--- src/pwm_timer_consts.svh ---
// Constants for the dual-slope PWM timer: register offsets, fields, modes and reset values.
// Assumes inclusion by bare name from the package and the modules.
`ifndef PWM_TIMER_CONSTS_SVH
`define PWM_TIMER_CONSTS_SVH

// ----------------------------------------------------------------
// Register offsets
// ----------------------------------------------------------------
`define OFS_CONTROL     4'h0
`define OFS_PRESCALE    4'h1
`define OFS_COMPARE_A   4'h2
`define OFS_COMPARE_B   4'h3
`define OFS_CAPTURE_TOP 4'h4
`define OFS_COUNT       4'h5
`define OFS_FLAGS       4'h6
`define OFS_DIRECTION   4'h7

// ----------------------------------------------------------------
// Control fields
// ----------------------------------------------------------------
`define CTL_WGM_LSB     0
`define CTL_COMA_LSB    4
`define CTL_COMB_LSB    6

// ----------------------------------------------------------------
// Flag bit positions
// ----------------------------------------------------------------
`define FLG_OVF         0
`define FLG_CMPA        1
`define FLG_CMPB        2
`define FLG_CAPT        3

// ----------------------------------------------------------------
// Waveform mode codes and fixed tops
// ----------------------------------------------------------------
`define WGM_PC8         4'h1
`define WGM_PC9         4'h2
`define WGM_PC10        4'h3
`define WGM_PFC_CAPT    4'h8
`define WGM_PFC_CMPA    4'h9
`define WGM_PC_CAPT     4'hA
`define WGM_PC_CMPA     4'hB
`define TOP_8BIT        16'h00FF
`define TOP_9BIT        16'h01FF
`define TOP_10BIT       16'h03FF

// ----------------------------------------------------------------
// Compare-output modes
// ----------------------------------------------------------------
`define COM_OFF         2'h0
`define COM_TOGGLE      2'h1
`define COM_NONINV      2'h2
`define COM_INV         2'h3

// ----------------------------------------------------------------
// Prescaler selections, divider width and reset values
// ----------------------------------------------------------------
`define PRE_STOP        3'h0
`define PRE_DIV1        3'h1
`define PRE_DIV8        3'h2
`define PRE_DIV64       3'h3
`define PRE_DIV256      3'h4
`define PRE_DIV1024     3'h5
`define RST_WORD        16'h0000
`define PRE_CNT_W       10

`endif

--- src/pwm_timer_pkg.sv ---
// Types shared by the dual-slope PWM timer modules.
// Assumes the constants header sits in the same folder.
`include "pwm_timer_consts.svh"

package pwm_timer_pkg;

	// ----------------------------------------------------------------
	// Types
	// ----------------------------------------------------------------
	typedef logic [15:0] word_t;
	typedef logic [3:0]  wgm_t;
	typedef logic [1:0]  com_t;
	typedef enum logic [1:0] {
		SEL_PC_FIXED,
		SEL_PC_REG,
		SEL_PFC,
		SEL_NONE
	} dual_kind_e;

endpackage : pwm_timer_pkg

--- src/dual_slope_pwm_timer.sv ---
// Dual-slope PWM timer: phase correct and phase-and-frequency correct modes.
// Assumes a register master on the plain strobe port, one clock, synchronous reset.
// Operation
// - Codes 1, 2, 3, A, B select phase correct up/down counting.
// - Phase correct top is 0xFF, 0x1FF, 0x3FF, capture or compare A.
// - Counter holds top for one timer tick, then turns downward.
// - Output mode 2 clears on up match, sets on down; mode 3 inverts.
// - Channel value reaches the pin only when its direction bit is output.
// - Phase correct sets the overflow flag at bottom.
// - Phase correct loads compares at top; register-top flag sets then.
// - A channel flag sets on a timer tick when count equals its compare value.
// - With fixed top, compare writes zero bits above the resolution.
// - In output mode 2, phase correct compare at bottom gives low, at top gives high.
// - Mode B with channel A mode 1 toggles A on each match.
// - Codes 8 and 9 select frequency correct, top capture or compare A.
// - Frequency correct loads compares at bottom and sets overflow there.
// - Frequency correct register-top flag sets when count reaches top.
// - Mode 9 with channel A mode 1 toggles A on each match.
// - Timer tick divides the system clock by 1, 8, 64, 256 or 1024.
// - In output mode 2, frequency correct compare at bottom gives low, at top gives high.
// - Output mode zero leaves the pin to normal port operation.
// - The prescaled tick is an enable in the system clock domain.
//
// Decided for this implementation: the address map and the address-and-strobe port.
`timescale 1ns/1ps
`include "pwm_timer_consts.svh"

module dual_slope_pwm_timer #(
	parameter int PRE_W = `PRE_CNT_W
) (
	input  wire logic        CLK_SYS_I,
	input  wire logic        RST_N_I,
	input  wire logic [3:0]  ADDR_I,
	input  wire logic [15:0] WDATA_I,
	input  wire logic        WR_I,
	input  wire logic        RD_I,
	output logic      [15:0] RDATA_O,
	input  wire logic [1:0]  PORT_VALUE_I,
	output logic      [1:0]  PIN_O,
	output logic      [1:0]  PIN_OE_N_O
);

	// ----------------------------------------------------------------
	// Declarations
	// ----------------------------------------------------------------
	pwm_timer_pkg::word_t      count_value_reg;
	pwm_timer_pkg::word_t      compare_value_a;
	pwm_timer_pkg::word_t      compare_value_b;
	pwm_timer_pkg::word_t      buf_a_reg;
	pwm_timer_pkg::word_t      buf_b_reg;
	pwm_timer_pkg::word_t      capture_top_value;
	pwm_timer_pkg::word_t      top_value;
	pwm_timer_pkg::word_t      fixed_mask;
	pwm_timer_pkg::wgm_t       waveform_mode_sel;
	pwm_timer_pkg::com_t       channel_a_output_mode;
	pwm_timer_pkg::com_t       channel_b_output_mode;
	pwm_timer_pkg::dual_kind_e kind;
	logic [7:0]                control_reg;
	logic [2:0]                prescale_reg;
	logic [1:0]                pin_direction_bit;
	logic [3:0]                flags_reg;
	logic [3:0]                flag_set;
	logic [1:0]                channel_output;
	logic                      count_down_reg;
	logic                      tick;
	logic                      at_top;
	logic                      at_bottom;
	logic                      match_a;
	logic                      match_b;
	logic                      top_from_a;
	logic                      top_from_capt;
	logic                      load_now;
	logic                      match_dir;

	// Next level of one channel output on a compare match.
	function automatic logic chan_next(input logic cur, input pwm_timer_pkg::com_t mode,
		input logic down, input logic toggle_ok);
		case (mode)
			`COM_NONINV: chan_next = down;
			`COM_INV:    chan_next = !down;
			`COM_TOGGLE: chan_next = toggle_ok ? !cur : cur;
			default:     chan_next = cur;
		endcase
	endfunction : chan_next

	// ----------------------------------------------------------------
	// Mode decode
	// ----------------------------------------------------------------
	// The mode code is the low and high field pair read as one nibble.
	assign waveform_mode_sel     = control_reg[`CTL_WGM_LSB +: 4];
	assign channel_a_output_mode = control_reg[`CTL_COMA_LSB +: 2];
	assign channel_b_output_mode = control_reg[`CTL_COMB_LSB +: 2];

	// Classifies the mode and picks TOP.
	always_comb begin
		kind       = pwm_timer_pkg::SEL_NONE;
		top_value  = `TOP_8BIT;
		fixed_mask = 16'hFFFF;
		case (waveform_mode_sel)
			`WGM_PC8: begin
				kind       = pwm_timer_pkg::SEL_PC_FIXED;
				top_value  = `TOP_8BIT;
				fixed_mask = `TOP_8BIT;
			end
			`WGM_PC9: begin
				kind       = pwm_timer_pkg::SEL_PC_FIXED;
				top_value  = `TOP_9BIT;
				fixed_mask = `TOP_9BIT;
			end
			`WGM_PC10: begin
				kind       = pwm_timer_pkg::SEL_PC_FIXED;
				top_value  = `TOP_10BIT;
				fixed_mask = `TOP_10BIT;
			end
			`WGM_PC_CAPT: begin
				kind      = pwm_timer_pkg::SEL_PC_REG;
				top_value = capture_top_value;
			end
			`WGM_PC_CMPA: begin
				kind      = pwm_timer_pkg::SEL_PC_REG;
				top_value = compare_value_a;
			end
			`WGM_PFC_CAPT: begin
				kind      = pwm_timer_pkg::SEL_PFC;
				top_value = capture_top_value;
			end
			`WGM_PFC_CMPA: begin
				kind      = pwm_timer_pkg::SEL_PFC;
				top_value = compare_value_a;
			end
			default: begin
				kind = pwm_timer_pkg::SEL_NONE;
			end
		endcase
	end

	assign top_from_a    = (waveform_mode_sel == `WGM_PC_CMPA) ||
	                       (waveform_mode_sel == `WGM_PFC_CMPA);
	assign top_from_capt = (waveform_mode_sel == `WGM_PC_CAPT) ||
	                       (waveform_mode_sel == `WGM_PFC_CAPT);

	// ----------------------------------------------------------------
	// Prescaler
	// ----------------------------------------------------------------
	pwm_prescaler #(
		.CNT_W (PRE_W)
	) u_prescaler (
		.clk_i   (CLK_SYS_I),
		.rst_n_i (RST_N_I),
		.sel_i   (prescale_reg),
		.tick_o  (tick)
	);

	// ----------------------------------------------------------------
	// Counter
	// ----------------------------------------------------------------
	assign at_top    = (count_value_reg == top_value);
	assign at_bottom = (count_value_reg == `RST_WORD);
	assign match_a   = (count_value_reg == compare_value_a);
	assign match_b   = (count_value_reg == compare_value_b);
	assign load_now  = tick && (((kind != pwm_timer_pkg::SEL_PFC) && at_top) ||
	                            ((kind == pwm_timer_pkg::SEL_PFC) && at_bottom));

	// Up from bottom to top, one tick at top, then down to bottom.
	always_ff @(posedge CLK_SYS_I) begin
		if (!RST_N_I) begin
			count_value_reg <= `RST_WORD;
			count_down_reg  <= 1'b0;
		end else if (WR_I && ADDR_I == `OFS_COUNT) begin
			count_value_reg <= WDATA_I;
		end else if (tick && kind != pwm_timer_pkg::SEL_NONE) begin
			if (!count_down_reg) begin
				if (at_top) begin
					count_down_reg  <= 1'b1;
					count_value_reg <= count_value_reg - 16'h0001;
				end else begin
					count_value_reg <= count_value_reg + 16'h0001;
				end
			end else if (at_bottom) begin
				count_down_reg  <= 1'b0;
				count_value_reg <= count_value_reg + 16'h0001;
			end else begin
				count_value_reg <= count_value_reg - 16'h0001;
			end
		end
	end

	// ----------------------------------------------------------------
	// Compare buffers
	// ----------------------------------------------------------------
	// Writes land in the buffers; the active values load at top or bottom, or every cycle when no dual-slope mode is set.
	always_ff @(posedge CLK_SYS_I) begin
		if (!RST_N_I) begin
			buf_a_reg       <= `RST_WORD;
			buf_b_reg       <= `RST_WORD;
			compare_value_a <= `RST_WORD;
			compare_value_b <= `RST_WORD;
		end else begin
			if (WR_I && ADDR_I == `OFS_COMPARE_A) begin
				buf_a_reg <= WDATA_I & fixed_mask;
			end
			if (WR_I && ADDR_I == `OFS_COMPARE_B) begin
				buf_b_reg <= WDATA_I & fixed_mask;
			end
			if (kind == pwm_timer_pkg::SEL_NONE) begin
				compare_value_a <= buf_a_reg;
				compare_value_b <= buf_b_reg;
			end else if (load_now) begin
				compare_value_a <= buf_a_reg;
				compare_value_b <= buf_b_reg;
			end
		end
	end

	// ----------------------------------------------------------------
	// Flags
	// ----------------------------------------------------------------
	// Hardware events; a set beats a write-one clear in the same cycle.
	always_comb begin
		flag_set = 4'h0;
		if (tick && kind != pwm_timer_pkg::SEL_NONE) begin
			flag_set[`FLG_OVF]  = at_bottom;
			flag_set[`FLG_CMPA] = match_a || (top_from_a && at_top);
			flag_set[`FLG_CMPB] = match_b;
			flag_set[`FLG_CAPT] = top_from_capt && at_top;
		end
	end

	always_ff @(posedge CLK_SYS_I) begin
		if (!RST_N_I) begin
			flags_reg <= 4'h0;
		end else begin
			flags_reg <= (flags_reg & ~((WR_I && ADDR_I == `OFS_FLAGS) ? WDATA_I[3:0] : 4'h0))
			             | flag_set;
		end
	end

	// ----------------------------------------------------------------
	// Waveform outputs
	// ----------------------------------------------------------------
	// At top and bottom a match follows the direction the counter turns
	// to, so in output mode 2 a compare at bottom stays low and one at top stays high.
	assign match_dir = at_top ? 1'b1 : (at_bottom ? 1'b0 : count_down_reg);

	// Match while counting up or down drives the channel level.
	always_ff @(posedge CLK_SYS_I) begin
		if (!RST_N_I) begin
			channel_output <= 2'h0;
		end else if (tick && kind != pwm_timer_pkg::SEL_NONE) begin
			if (match_a) begin
				channel_output[0] <= chan_next(channel_output[0], channel_a_output_mode,
					match_dir, top_from_a);
			end
			if (match_b) begin
				channel_output[1] <= chan_next(channel_output[1], channel_b_output_mode,
					match_dir, 1'b0);
			end
		end
	end

	// Pin mux: channel or port value, driven only when direction is output.
	always_ff @(posedge CLK_SYS_I) begin
		if (!RST_N_I) begin
			PIN_O      <= 2'h0;
			PIN_OE_N_O <= 2'h3;
		end else begin
			PIN_O[0]   <= (channel_a_output_mode == `COM_OFF) ? PORT_VALUE_I[0]
			                                                : channel_output[0];
			PIN_O[1]   <= (channel_b_output_mode == `COM_OFF) ? PORT_VALUE_I[1]
			                                                : channel_output[1];
			PIN_OE_N_O <= ~pin_direction_bit;
		end
	end

	// ----------------------------------------------------------------
	// Register port
	// ----------------------------------------------------------------
	// Configuration writes.
	always_ff @(posedge CLK_SYS_I) begin
		if (!RST_N_I) begin
			control_reg       <= 8'h00;
			prescale_reg      <= `PRE_STOP;
			capture_top_value <= `RST_WORD;
			pin_direction_bit <= 2'h0;
		end else if (WR_I) begin
			case (ADDR_I)
				`OFS_CONTROL:     control_reg       <= WDATA_I[7:0];
				`OFS_PRESCALE:    prescale_reg      <= WDATA_I[2:0];
				`OFS_CAPTURE_TOP: capture_top_value <= WDATA_I;
				`OFS_DIRECTION:   pin_direction_bit <= WDATA_I[1:0];
				default:          control_reg       <= control_reg;
			endcase
		end
	end

	// Read data one cycle after the strobe; unmapped reads give zero.
	always_ff @(posedge CLK_SYS_I) begin
		if (!RST_N_I) begin
			RDATA_O <= `RST_WORD;
		end else if (RD_I) begin
			case (ADDR_I)
				`OFS_CONTROL:     RDATA_O <= {8'h00, control_reg};
				`OFS_PRESCALE:    RDATA_O <= {13'h0000, prescale_reg};
				`OFS_COMPARE_A:   RDATA_O <= compare_value_a;
				`OFS_COMPARE_B:   RDATA_O <= compare_value_b;
				`OFS_CAPTURE_TOP: RDATA_O <= capture_top_value;
				`OFS_COUNT:       RDATA_O <= count_value_reg;
				`OFS_FLAGS:       RDATA_O <= {12'h000, flags_reg};
				`OFS_DIRECTION:   RDATA_O <= {14'h0000, pin_direction_bit};
				default:          RDATA_O <= `RST_WORD;
			endcase
		end else begin
			RDATA_O <= `RST_WORD;
		end
	end

endmodule : dual_slope_pwm_timer

--- src/pwm_prescaler.sv ---
// Prescaler producing the one-cycle timer clock enable.
// Assumes one system clock and a synchronous active-low reset.
`timescale 1ns/1ps
`include "pwm_timer_consts.svh"

module pwm_prescaler #(
	parameter int CNT_W = `PRE_CNT_W
) (
	input  wire logic       clk_i,
	input  wire logic       rst_n_i,
	input  wire logic [2:0] sel_i,
	output logic            tick_o
);

	logic [CNT_W-1:0] div_reg;
	logic             tick_next;

	// Free-running divider of the system clock.
	always_ff @(posedge clk_i) begin
		if (!rst_n_i) begin
			div_reg <= '0;
		end else begin
			div_reg <= div_reg + {{(CNT_W-1){1'b0}}, 1'b1};
		end
	end

	// Selects the divide factor; the tick is an enable, not a clock.
	always_comb begin
		case (sel_i)
			`PRE_DIV1:    tick_next = 1'b1;
			`PRE_DIV8:    tick_next = (div_reg[2:0] == 3'h7);
			`PRE_DIV64:   tick_next = (div_reg[5:0] == 6'h3F);
			`PRE_DIV256:  tick_next = (div_reg[7:0] == 8'hFF);
			`PRE_DIV1024: tick_next = (div_reg[9:0] == 10'h3FF);
			default:      tick_next = 1'b0;
		endcase
	end

	assign tick_o = tick_next;

endmodule : pwm_prescaler

--- config.mk ---
export PLATFORM = sky130hd
export DESIGN_NAME = dual_slope_pwm_timer
export DESIGN_NICKNAME = d
export VERILOG_FILES = /design/src/pwm_timer_pkg.sv /design/src/dual_slope_pwm_timer.sv /design/src/pwm_prescaler.sv
export VERILOG_INCLUDE_DIRS = /design/src
export SDC_FILE = /design/constraint.sdc
export NUM_CORES = 1
export LEC_CHECK = 0
export BUFFER_PORTS_ARGS = -buffer_cell sky130_fd_sc_hd__clkbuf_2
export CAP_MARGIN = 20
export CORE_MARGIN = 5
export CORE_UTILIZATION = 43
export CTS_CLUSTER_DIAMETER = 100
export CTS_CLUSTER_SIZE = 14
export DETAILED_ROUTE_END_ITERATION = 7
export GPL_ROUTABILITY_DRIVEN = 1
export MAX_ROUTING_LAYER = met4
export PLACE_DENSITY = 0.59
export RECOVER_POWER = 100
export SYNTH_ARGS = -nofsm -noshare
export SYNTH_HDL_FRONTEND = slang
export SYNTH_SLANG_ARGS = --single-unit
--- constraint.sdc ---
create_clock -name CLK_SYS_I -period 2.5 [get_ports CLK_SYS_I]
set_input_delay 0.25 -clock CLK_SYS_I [delete_from_list [all_inputs] [get_ports CLK_SYS_I]]
set_output_delay 0.25 -clock CLK_SYS_I [all_outputs]
set_load 0.01 [all_outputs]
==> results.yml, run 1 <==
pwr:
  p_comb_share_pct: 11.7
  switching_share_pct: 26.5
  power_mw: 5.67
  vdd_ir_drop_max_mv: 0.457
  p_leak_nw: 3.70
  p_int_mw: 4.17
  pwr-share-seq_pct: 42.5
  power_density_nw_per_um2: 588
  switchingPower_mw: 1.50
  p_clk_share_pct: 45.8
synth:
  synth_area_um2: 7740
  syn-num-nets: 986
  netlist.area_leader.share_pct: 37.8
  ys_ff_latch: 146
  synth_cell_types: 68
  ys_seq_area_share_pct: 37.8
  syn_avg_cell_area_um2: 8.10
  syn_inst: 955
  async_flop_share_pct: 0
  synthFlopType: "dfxtp_1"
  synth_enable_flop_cells: 0
  synth.area.top_cells: "dfxtp_1 (38%), nand2_1 (8.4%), a21boi_0 (6.0%)"
  yosys.area.top_type: "dfxtp_1"
  yosys_warnings: 0
global_route:
  overflow: 0
  first_global_vias: 6662
  gr-usage-all-layers_pct: 24.7
  grt_pass1_wl_mm: 38.2
  antenna_found_initial: 0
  grt_start_max_net_pins: 152
layout:
  fillCellCount: 1676
  regArea_um2: 2930
  drive_gt1_share_pct: 21.9
  multi_input_comb_area_um2: 4560
  area_growth_syn_to_layout_pct: 24.7
  antenna_cells: 0
  layout_commonest_cell: "nand2_1"
  most-common-layout-cells: "nand2_1 (173), dfxtp_1 (144), buf_4 (92), nand3_1 (75), a21boi_0 (61)"
  stdcell_area_um2: 9650
  postLayoutCoreUtil_pct: 54.1
  fin_nets: 1076
flow_run:
  cap_violations: 0
cts:
  clock-sinks: 146
  htree_levels: 4
  cts_tree: "done"
  cts-hold-fix-buffers: 0
  cts.reportedPaths.clkPinSlew_ns: 0.06
  clk_latency_ns: 0.43
  clockBufferDepth: 2
  cts_inserted_buffers: 17
  clockRootBuffer: "clkbuf_16"
min_path:
  holdPathStages: 3
  hold_path.class: "in -> reg"
die:
  fp.coreArea_um2: 17800
  fp.dieW_um: 144
  fp-row-count: 49
  start_util_pct: 43.4
  io_pins: 46
  die_h_um: 144
  dieArea_um2: 20800
route:
  via_per_inst: 5.71
  drt.antenna.violating_nets: 0
  drt_iter0_drc: 714
  drc: 0
  wl_mm: 25.3
  routedWlPerCell_um: 19.6
  first_pass_iters: 7
  vias: 7349
placement:
  io_buffers: 45
  place_congestion: 0.936
  placed_cell_area_um2: 8640
  dp_hpwl_mm: 17.1
timing:
  slew_viol_final: 0
  hold_viol: 0
  finClkSkew_ns: 0.00928
  slew-limit-headroom_pct: 48.6
  rsz0062_at_grt: "true"
  fin_crit_ns: 2.74
  finalSetupViolations: 48
  worstMarginPinSlew_ns: 0.768
  finalCritPeriodShare_pct: 110
  layout_setup_ws_ns: -0.243
  fmaxAchievable_mhz: 365
setup_path:
  critPathCaptureType: "flop"
  timing.critical_path.buf_inv: 5
  path_depth: 14
  required_ns: 2.81
  slowest_stage: "dfxtp_4"
  cp_common_cell: "buf_4"
  crit_fanout: 8
  path_cells: "buf_4 -> nand2_1 -> mux2i_1 -> o221ai_2 -> nor4_4 -> nand3_4 -> buf_4 -> buf_8 -> mux2i_4 -> a21oi_4 -> buf_6 -> clkbuf_16 -> nand3_1 -> o21ai_0"
  worstPathArrival_ns: 3.05
  cp_top_family: "buffers and inverters"
  cp-start-kind: "flop"
  path_class: "reg -> reg"
  r2r_cells: 14
  cpPeakStageDelay_ns: 0.38
run_status:
  violations: "setup timing"
  outcome: "finished, violations left"
-- cell type report --
class | count | share of cell area [%]
Multi-Input combinational cell | 717 | 47.2
Sequential cell | 146 | 30.4
Timing Repair Buffer | 155 | 13.0
Clock buffer | 21 | 4.77
Tap cell | 229 | 2.97
Clock inverter | 11 | 1.34
Inverter | 8 | 0.311
-- final timing paths --
check	slack, ns	start	to
max reg2reg	-0.24	control_reg[3]	compare_value_a[14]
min reg2reg	0.40	pin_direction_bit[1]	PIN_OE_N_O[1]
max	-0.24	control_reg[3]	compare_value_a[14]
min	0.07	PORT_VALUE_I[1]	PIN_O[1]
-- power by group through the flow --
stage | Clock (mW) | Combinational, mW | Sequential [mW]
floorplan | 0 | 0.362 | 2.44
finish | 2.60 | 0.663 | 2.41
CTS | 2.62 | 0.621 | 2.41
detailed placement | 0 | 0.599 | 2.46
global route | 2.73 | 0.714 | 2.41
global placement | 0 | 0.601 | 2.46
-- worst register-to-register path: stages (launching register included) --
cell       delay [ns]
dfxtp_4          0.38
buf_4            0.15
nand2_1          0.06
mux2i_1          0.36
o221ai_2         0.19
nor4_4           0.33
nand3_4          0.12
buf_4            0.15
buf_8            0.13
mux2i_4          0.16
a21oi_4          0.08
buf_6            0.16
clkbuf_16        0.17
nand3_1          0.08
o21ai_0          0.09
-- per-layer routing --
metal | global-route usage (%) | part of all wire [%]
met5 | - | 0
met3 | 3.94 | 6.2
met1 | 34.4 | 46
met2 | 37.2 | 46
met4 | 7.12 | 2.3
-- stage by stage --
stage | setup TNS (ns) | cells | hold slack (ns) | setup WS, ns
after global placement | -13.66 | 1235 | 0.387 | -0.404
after CTS | -5.67 | 1278 | 0.0545 | -0.180
final | -8.78 | 1287 | 0.0691 | -0.243
after detailed placement | -15.77 | 1235 | 0.387 | -0.463
after floorplan | -0.662 | 955 | 0.368 | -0.137
after global routing | -13.34 | 1287 | 0.0743 | -0.346
-- kinds of logic after synthesis --
| family | Yosys count | synth area share (%) |
|---|---|---|
| AO/OA/AOI/OAI | 231 | 20.1 |
| buffers and inverters | 92 | 5.21 |
| XOR/XNOR | 48 | 5.43 |
| multiplexers | 42 | 6.19 |
| adder cells (fa/ha/maj) | 5 | 0.809 |
| flip-flops | 146 | 37.8 |
| AND/OR/NAND/NOR | 391 | 24.5 |
-- what timing repair did --
item                                    in CTS  in global routing
endpoints found under the setup margin      50                 51
pin swaps                                   12                 11
buffers inserted                            10                  4
resized for setup                           13                 53
cloned                                       1                  5
-- cell usage after synthesis, types with 3 or more instances --
library cell	count
and3_1	10
a32oi_1	3
nand3b_1	5
mux2i_1	28
nor4_1	10
mux2_2	8
nor4b_1	7
o21ai_0	66
buf_2	6
xnor2_1	8
nor2b_1	10
dfxtp_1	146
buf_6	3
xor2_1	40
a22oi_1	26
buf_1	5
a31oi_1	17
nand2_1	174
nand3_1	76
nor3_1	13
a21oi_1	26
ha_1	5
or2_2	3
and2_1	13
o211ai_1	3
nand2b_1	3
a21boi_0	62
nor3b_1	4
a221oi_1	5
nor2_1	33
inv_1	8
clkbuf_1	66
buf_4	3
or3_1	14
nand4_1	6
Power figures use the tool's default switching activity.
==> inputs of run 2 (changes only) <==
- SYNTH_HIERARCHICAL: default -> 1
==> run 2 against run 1 <==
The run still ends with setup timing left. Clock skew increased by 0.0023 ns. Clock power decreased by 6%. Flip-flop and latch count unchanged. Register-to-register slack got worse by 0.17 ns. Sequential share of layout area decreased by 0.77 points. Synthesized cell count increased by 2.3%. Via count increased by 1.8%. Non-clock buffer count increased by 9. Largest power group unchanged. Global-route usage increased by 0.16 points. Area after synthesis decreased by 0.58%. Combinational power decreased by 17%. Critical path type unchanged.
==> results.yml, run 2 <==
synth:
  yosys_warnings: 6
  yosys.area.top_type: "dfxtp_1"
  ys_seq_area_share_pct: 38.0
  synth_enable_flop_cells: 0
  async_flop_share_pct: 0
  syn_avg_cell_area_um2: 7.87
  synth.area.top_cells: "dfxtp_1 (38%), nand2_1 (8.9%), a21boi_0 (6.1%)"
  synth_common_cells: "nand2_1 (182), dfxtp_1 (146), clkbuf_1 (76), nand3_1 (71), o21ai_0 (70)"
  synth_area_um2: 7690
  netlist.area_leader.share_pct: 38.0
  ys_ff_latch: 146
  synth_cell_types: 63
  syn_inst: 977
  syn-num-nets: 1008
  synth_most_common_cell: "nand2_1"
  synthFlopType: "dfxtp_1"
layout:
  fin_nets: 1107
  stdcell_area_um2: 9890
  multi_input_comb_area_um2: 4710
  area_growth_syn_to_layout_pct: 28.6
  most-common-layout-cells: "nand2_1 (179), dfxtp_1 (143), buf_4 (100), nand3_1 (70), a21boi_0 (62)"
  fillCellCount: 1688
  fin_cells: 1319
  regArea_um2: 2930
  layout_commonest_cell: "nand2_1"
  postLayoutCoreUtil_pct: 55.7
  drive_gt1_share_pct: 23.7
route:
  drc: 0
  routedWlPerCell_um: 18.9
  first_pass_iters: 5
  drt.antenna.violating_nets: 0
  drt_iter0_drc: 688
  wl_mm: 25.0
  vias: 7484
  via_per_inst: 5.67
pwr:
  switchingPower_mw: 1.44
  vdd_ir_drop_max_mv: 0.458
  switching_share_pct: 26.8
  p_int_mw: 3.94
  power_mw: 5.38
  power_density_nw_per_um2: 544
  p_clk_share_pct: 45.3
  p_leak_nw: 3.68
  pwr-share-seq_pct: 44.5
  p_comb_share_pct: 10.2
die:
  start_util_pct: 43.3
  fp.coreArea_um2: 17800
  fp-row-count: 49
  io_pins: 46
  die_h_um: 144
  dieArea_um2: 20700
  fp.dieW_um: 144
cts:
  cts.reportedPaths.clkPinSlew_ns: 0.06
  cts_tree: "done"
  clockBufferDepth: 2
  clk_latency_ns: 0.43
  cts-hold-fix-buffers: 0
  htree_levels: 4
  cts_inserted_buffers: 17
  clockRootBuffer: "clkbuf_16"
  clock-sinks: 146
global_route:
  antenna_found_initial: 1
  first_global_vias: 6785
  gr-usage-all-layers_pct: 24.9
  overflow: 0
  grt_pass1_wl_mm: 38.6
  grt_start_max_net_pins: 137
run_status:
  violations: "setup timing"
  outcome: "finished, violations left"
min_path:
  hold_path.class: "in -> reg"
placement:
  placed_cell_area_um2: 8760
  dp_hpwl_mm: 17.7
  io_buffers: 45
  place_inst: 1266
  place_congestion: 0.971
setup_path:
  path_class: "reg -> reg"
  critPathCaptureType: "flop"
  required_ns: 2.85
  crit_fanout: 5
  worstPathArrival_ns: 3.26
  cp-start-kind: "flop"
timing:
  finClkSkew_ns: 0.0116
  tns_ns: -10.75
  worstMarginPinSlew_ns: 0.683
  finalSetupViolations: 49
  fin_crit_ns: 2.91
  slew-limit-headroom_pct: 54.5
  rsz0062_at_grt: "true"
  slew_viol_final: 0
  finalCritPeriodShare_pct: 116
  hold_viol: 0
  layout_setup_ws_ns: -0.412
  fmaxAchievable_mhz: 343
flow_run:
  cap_violations: 0
==> run 2: changes by cell type in the layout (fill, tap and decap cells not counted), sizes merged, moves of 6 or more <==
| cell | change |
|---|---|
| xnor2 | +13 |
| buf | +7 |
| and2 | -6 |
| nor3 | +17 |
| inv | +9 |
| nand2 | +7 |
| xor2 | -16 |
| nand3 | -6 |
==> run 2: power groups by stage <==
stage / Combinational [mW] / Clock, mW / Sequential (mW)
after CTS: 0.516 / 2.47 / 2.39
after floorplan: 0.273 / 0 / 2.43
after global routing: 0.591 / 2.58 / 2.40
final: 0.550 / 2.44 / 2.39
after detailed placement: 0.474 / 0 / 2.44
after global placement: 0.473 / 0 / 2.44
==> run 2: metal layers <==
| metal | GRT usage [%] | up-vias | wire length, um |
|---|---|---|---|
| li1 | - | 3640 | - |
| met2 | 37.0 | 247 | 11400 |
| met5 | - | - | 0 |
| met1 | 34.1 | 3549 | 11500 |
| met4 | 8.13 | 0 | 685 |
| met3 | 4.59 | 48 | 1430 |
==> run 2: worst paths after layout <==
check	to	depth (start not counted)	slack, ns	startpoint
worst max-delay path	count_value_reg[5]	9	-0.41	control_reg[0]
worst max register to register	count_value_reg[5]	9	-0.41	control_reg[0]
worst min register to register	PIN_OE_N_O[0]	1	0.40	pin_direction_bit[0]
worst min-delay path	PIN_O[0]	3	0.05	PORT_VALUE_I[0]
==> run 2: layout make-up <==
type                    count  share of cell area (%)
well taps                 229                    2.90
multi-input cells         734                    47.6
flip-flops and latches    146                    29.6
clock inverters            11                   0.936
clock buffers              21                    4.65
inverters                  13                   0.493
diodes                      1                  0.0253
repair buffers            164                    13.7
==> run 2: timing repair <==
item / 4_1_cts / 5_1_grt
resized for setup: 35 / 54
setup endpoints to repair: 53 / 53
gates cloned: 1 / 5
setup buffers: 9 / 5
pin swaps: 10 / 20
==> run 2: kinds of logic after synthesis <==
family,Yosys count,share of synthesized area [%]
DFF,146,38.0
AOI/OAI and AO/OA,235,20.2
muxes,40,5.37
xor gates and xnor gates,45,5.12
buffers and inverters,97,4.96
adders and majority gates,5,0.813
and+or+nand+nor,409,25.5
==> run 2: worst max-delay path, cell delays in order, from the launching register on <==
cell and delay [ns]:
dfxtp_4 0.40, mux2_4 0.32, or4_1 0.49, a32oi_1 0.26, or3b_4 0.42, o21ai_4 0.22, buf_12 0.16, mux2i_1 0.08
or3_1 0.32, a31oi_1 0.17
==> run 2: through the flow <==
stage	setup WS, ns	hold WS (ns)
after CTS	-0.340	0.0399
final	-0.412	0.0453
after global routing	-0.580	0.0460
after detailed placement	-0.388	0.392
after floorplan	-0.281	0.368
after global placement	-0.353	0.383
==> inputs of run 3 (changes only) <==
- CORE_MARGIN: 5 -> default
==> run 3 against run 2 <==
The run still ends with setup timing left. Sequential share of layout area rose by 0.92 points. Clock power rose by 6%. Critical path type unchanged. Cell count fell by 0.61%. Worst hold slack improved by 0.0023 ns. Non-clock buffer count fell by 2. Clock skew barely moved.
==> results.yml, run 3 (same netlist as run 2, synthesis figures left out) <==
timing:
  slew-limit-headroom_pct: 52.0
  finalCritPeriodShare_pct: 113
  hold_viol: 0
  rsz0062_at_grt: "true"
  finalSetupViolations: 51
  fmaxAchievable_mhz: 354
  fin_crit_ns: 2.83
  finClkSkew_ns: 0.0119
  worstMarginPinSlew_ns: 0.714
  layout_setup_ws_ns: -0.329
  slew_viol_final: 0
  tns_ns: -11.77
cts:
  htree_levels: 4
  cts_inserted_buffers: 17
  clockRootBuffer: "clkbuf_16"
  clockBufferDepth: 2
  clock-sinks: 146
  clk_latency_ns: 0.43
  cts.reportedPaths.clkPinSlew_ns: 0.06
  cts_tree: "done"
route:
  routedWlPerCell_um: 18.6
  vias: 7406
  first_pass_iters: 5
  via_per_inst: 5.65
  drt.antenna.violating_nets: 0
  drc: 0
  wl_mm: 24.3
  drt_iter0_drc: 787
die:
  fp-row-count: 48
  dieArea_um2: 18400
  io_pins: 46
  fp.dieW_um: 136
  fp.coreArea_um2: 17400
  start_util_pct: 44.3
  die_h_um: 136
layout:
  layout_commonest_cell: "nand2_1"
  fin_nets: 1105
  area_growth_syn_to_layout_pct: 24.8
  stdcell_area_um2: 9600
  most-common-layout-cells: "nand2_1 (181), dfxtp_1 (143), buf_4 (110), nand3_1 (70), o21ai_0 (69)"
  drive_gt1_share_pct: 21.8
  fillCellCount: 1635
  antenna_cells: 0
pwr:
  p_clk_share_pct: 47.2
  vdd_ir_drop_max_mv: 0.459
  power_density_nw_per_um2: 571
  switchingPower_mw: 1.41
  p_leak_nw: 3.59
  p_comb_share_pct: 9.2
  power_mw: 5.48
  pwr-share-seq_pct: 43.7
  switching_share_pct: 25.7
  p_int_mw: 4.07
min_path:
  min_from: "PORT_VALUE_I[1]"
  hold_path.class: "in -> reg"
setup_path:
  critPathCaptureType: "flop"
  path_class: "reg -> reg"
  r2r-start: "control_reg[0]"
  cp-start-kind: "flop"
  crit_path_start: "control_reg[0]"
  required_ns: 2.85
  crit_fanout: 11
  worstPathArrival_ns: 3.18
run_status:
  violations: "setup timing"
  outcome: "finished, violations left"
global_route:
  gr-usage-all-layers_pct: 27.7
  antenna_found_initial: 0
  first_global_vias: 6514
  overflow: 0
  grt_pass1_wl_mm: 37.3
  grt_start_max_net_pins: 130
placement:
  io_buffers: 45
  dp_hpwl_mm: 17.2
  place_congestion: 0.939
  placed_cell_area_um2: 8780
  dp_slack_ns: -0.346
flow_run:
  cap_violations: 0
run 3: cell types whose count changed in the layout (fill, tap and decap cells not counted), sizes merged, moves of 2 or more:
cell	change
inv	-3
buf	+4
clkinvlp	-2
clkbuf	-8
clkinv	+5
bufinv	+2
run 3: power by group through the flow:
stage          clock, mW  combinational (mW)  sequential [mW]
6_report            2.58               0.502             2.39
5_1_grt             2.71               0.539             2.40
4_1_cts             2.63               0.484             2.39
3_5_place_dp           0               0.479             2.44
3_3_place_gp           0               0.478             2.44
2_1_floorplan          0               0.273             2.43
run 3: worst max-delay path: stages, from the launching register on:
cell     delay, ns
dfxtp_4       0.38
mux2i_4       0.25
xnor2_1       0.07
or4_1         0.49
a32oi_2       0.23
or3b_4        0.41
o21ai_4       0.17
buf_12        0.16
mux2i_1       0.08
or3_1         0.32
a31oi_1       0.16
run 3: final timing paths:
path | end | slack (ns) | cells past startpoint
max | count_value_reg[12] | -0.33 | 10
min | PIN_O[1] | 0.05 | 3
max reg2reg | count_value_reg[12] | -0.33 | 10
min reg2reg | PIN_OE_N_O[1] | 0.41 | 1
run 3: through the flow:
stage          hold WS, ns  instances  utilization [%]
3_5_place_dp         0.389       1269             50.6
5_1_grt             0.0625       1311             55.3
4_1_cts             0.0392       1302             54.4
3_3_place_gp         0.393       1269             50.6
6_report            0.0476       1311             55.3
2_1_floorplan        0.368        977                -
run 3: what timing repair did:
| item | CTS | global route |
|---|---|---|
| endpoints found under the setup margin | 52 | 53 |
| hold buffers | 0 | 0 |
| gates resized for setup | 12 | 17 |
| pin swaps | 2 | 4 |
| buffers inserted | 2 | 8 |
| gates cloned | 0 | 1 |
run 3: metal layers:
metal  up-vias  GRT usage [%]  share of wire, %
met5         -              -                 0
met4         0           9.36               1.7
met3        28           4.60               6.4
met2       265           39.9                45
met1      3488           38.9                47
li1       3625              -                 -
run 3: final cells by class:
cell class	instances	area, um^2	area share, %
Timing Repair Buffer	162	1170	12.2
Clock buffer	18	439	4.58
Tap cell	225	282	2.93
Clock inverter	13	151	1.58
Multi-Input combinational cell	734	4570	47.6
Inverter	13	48.8	0.509
Sequential cell	146	2930	30.5
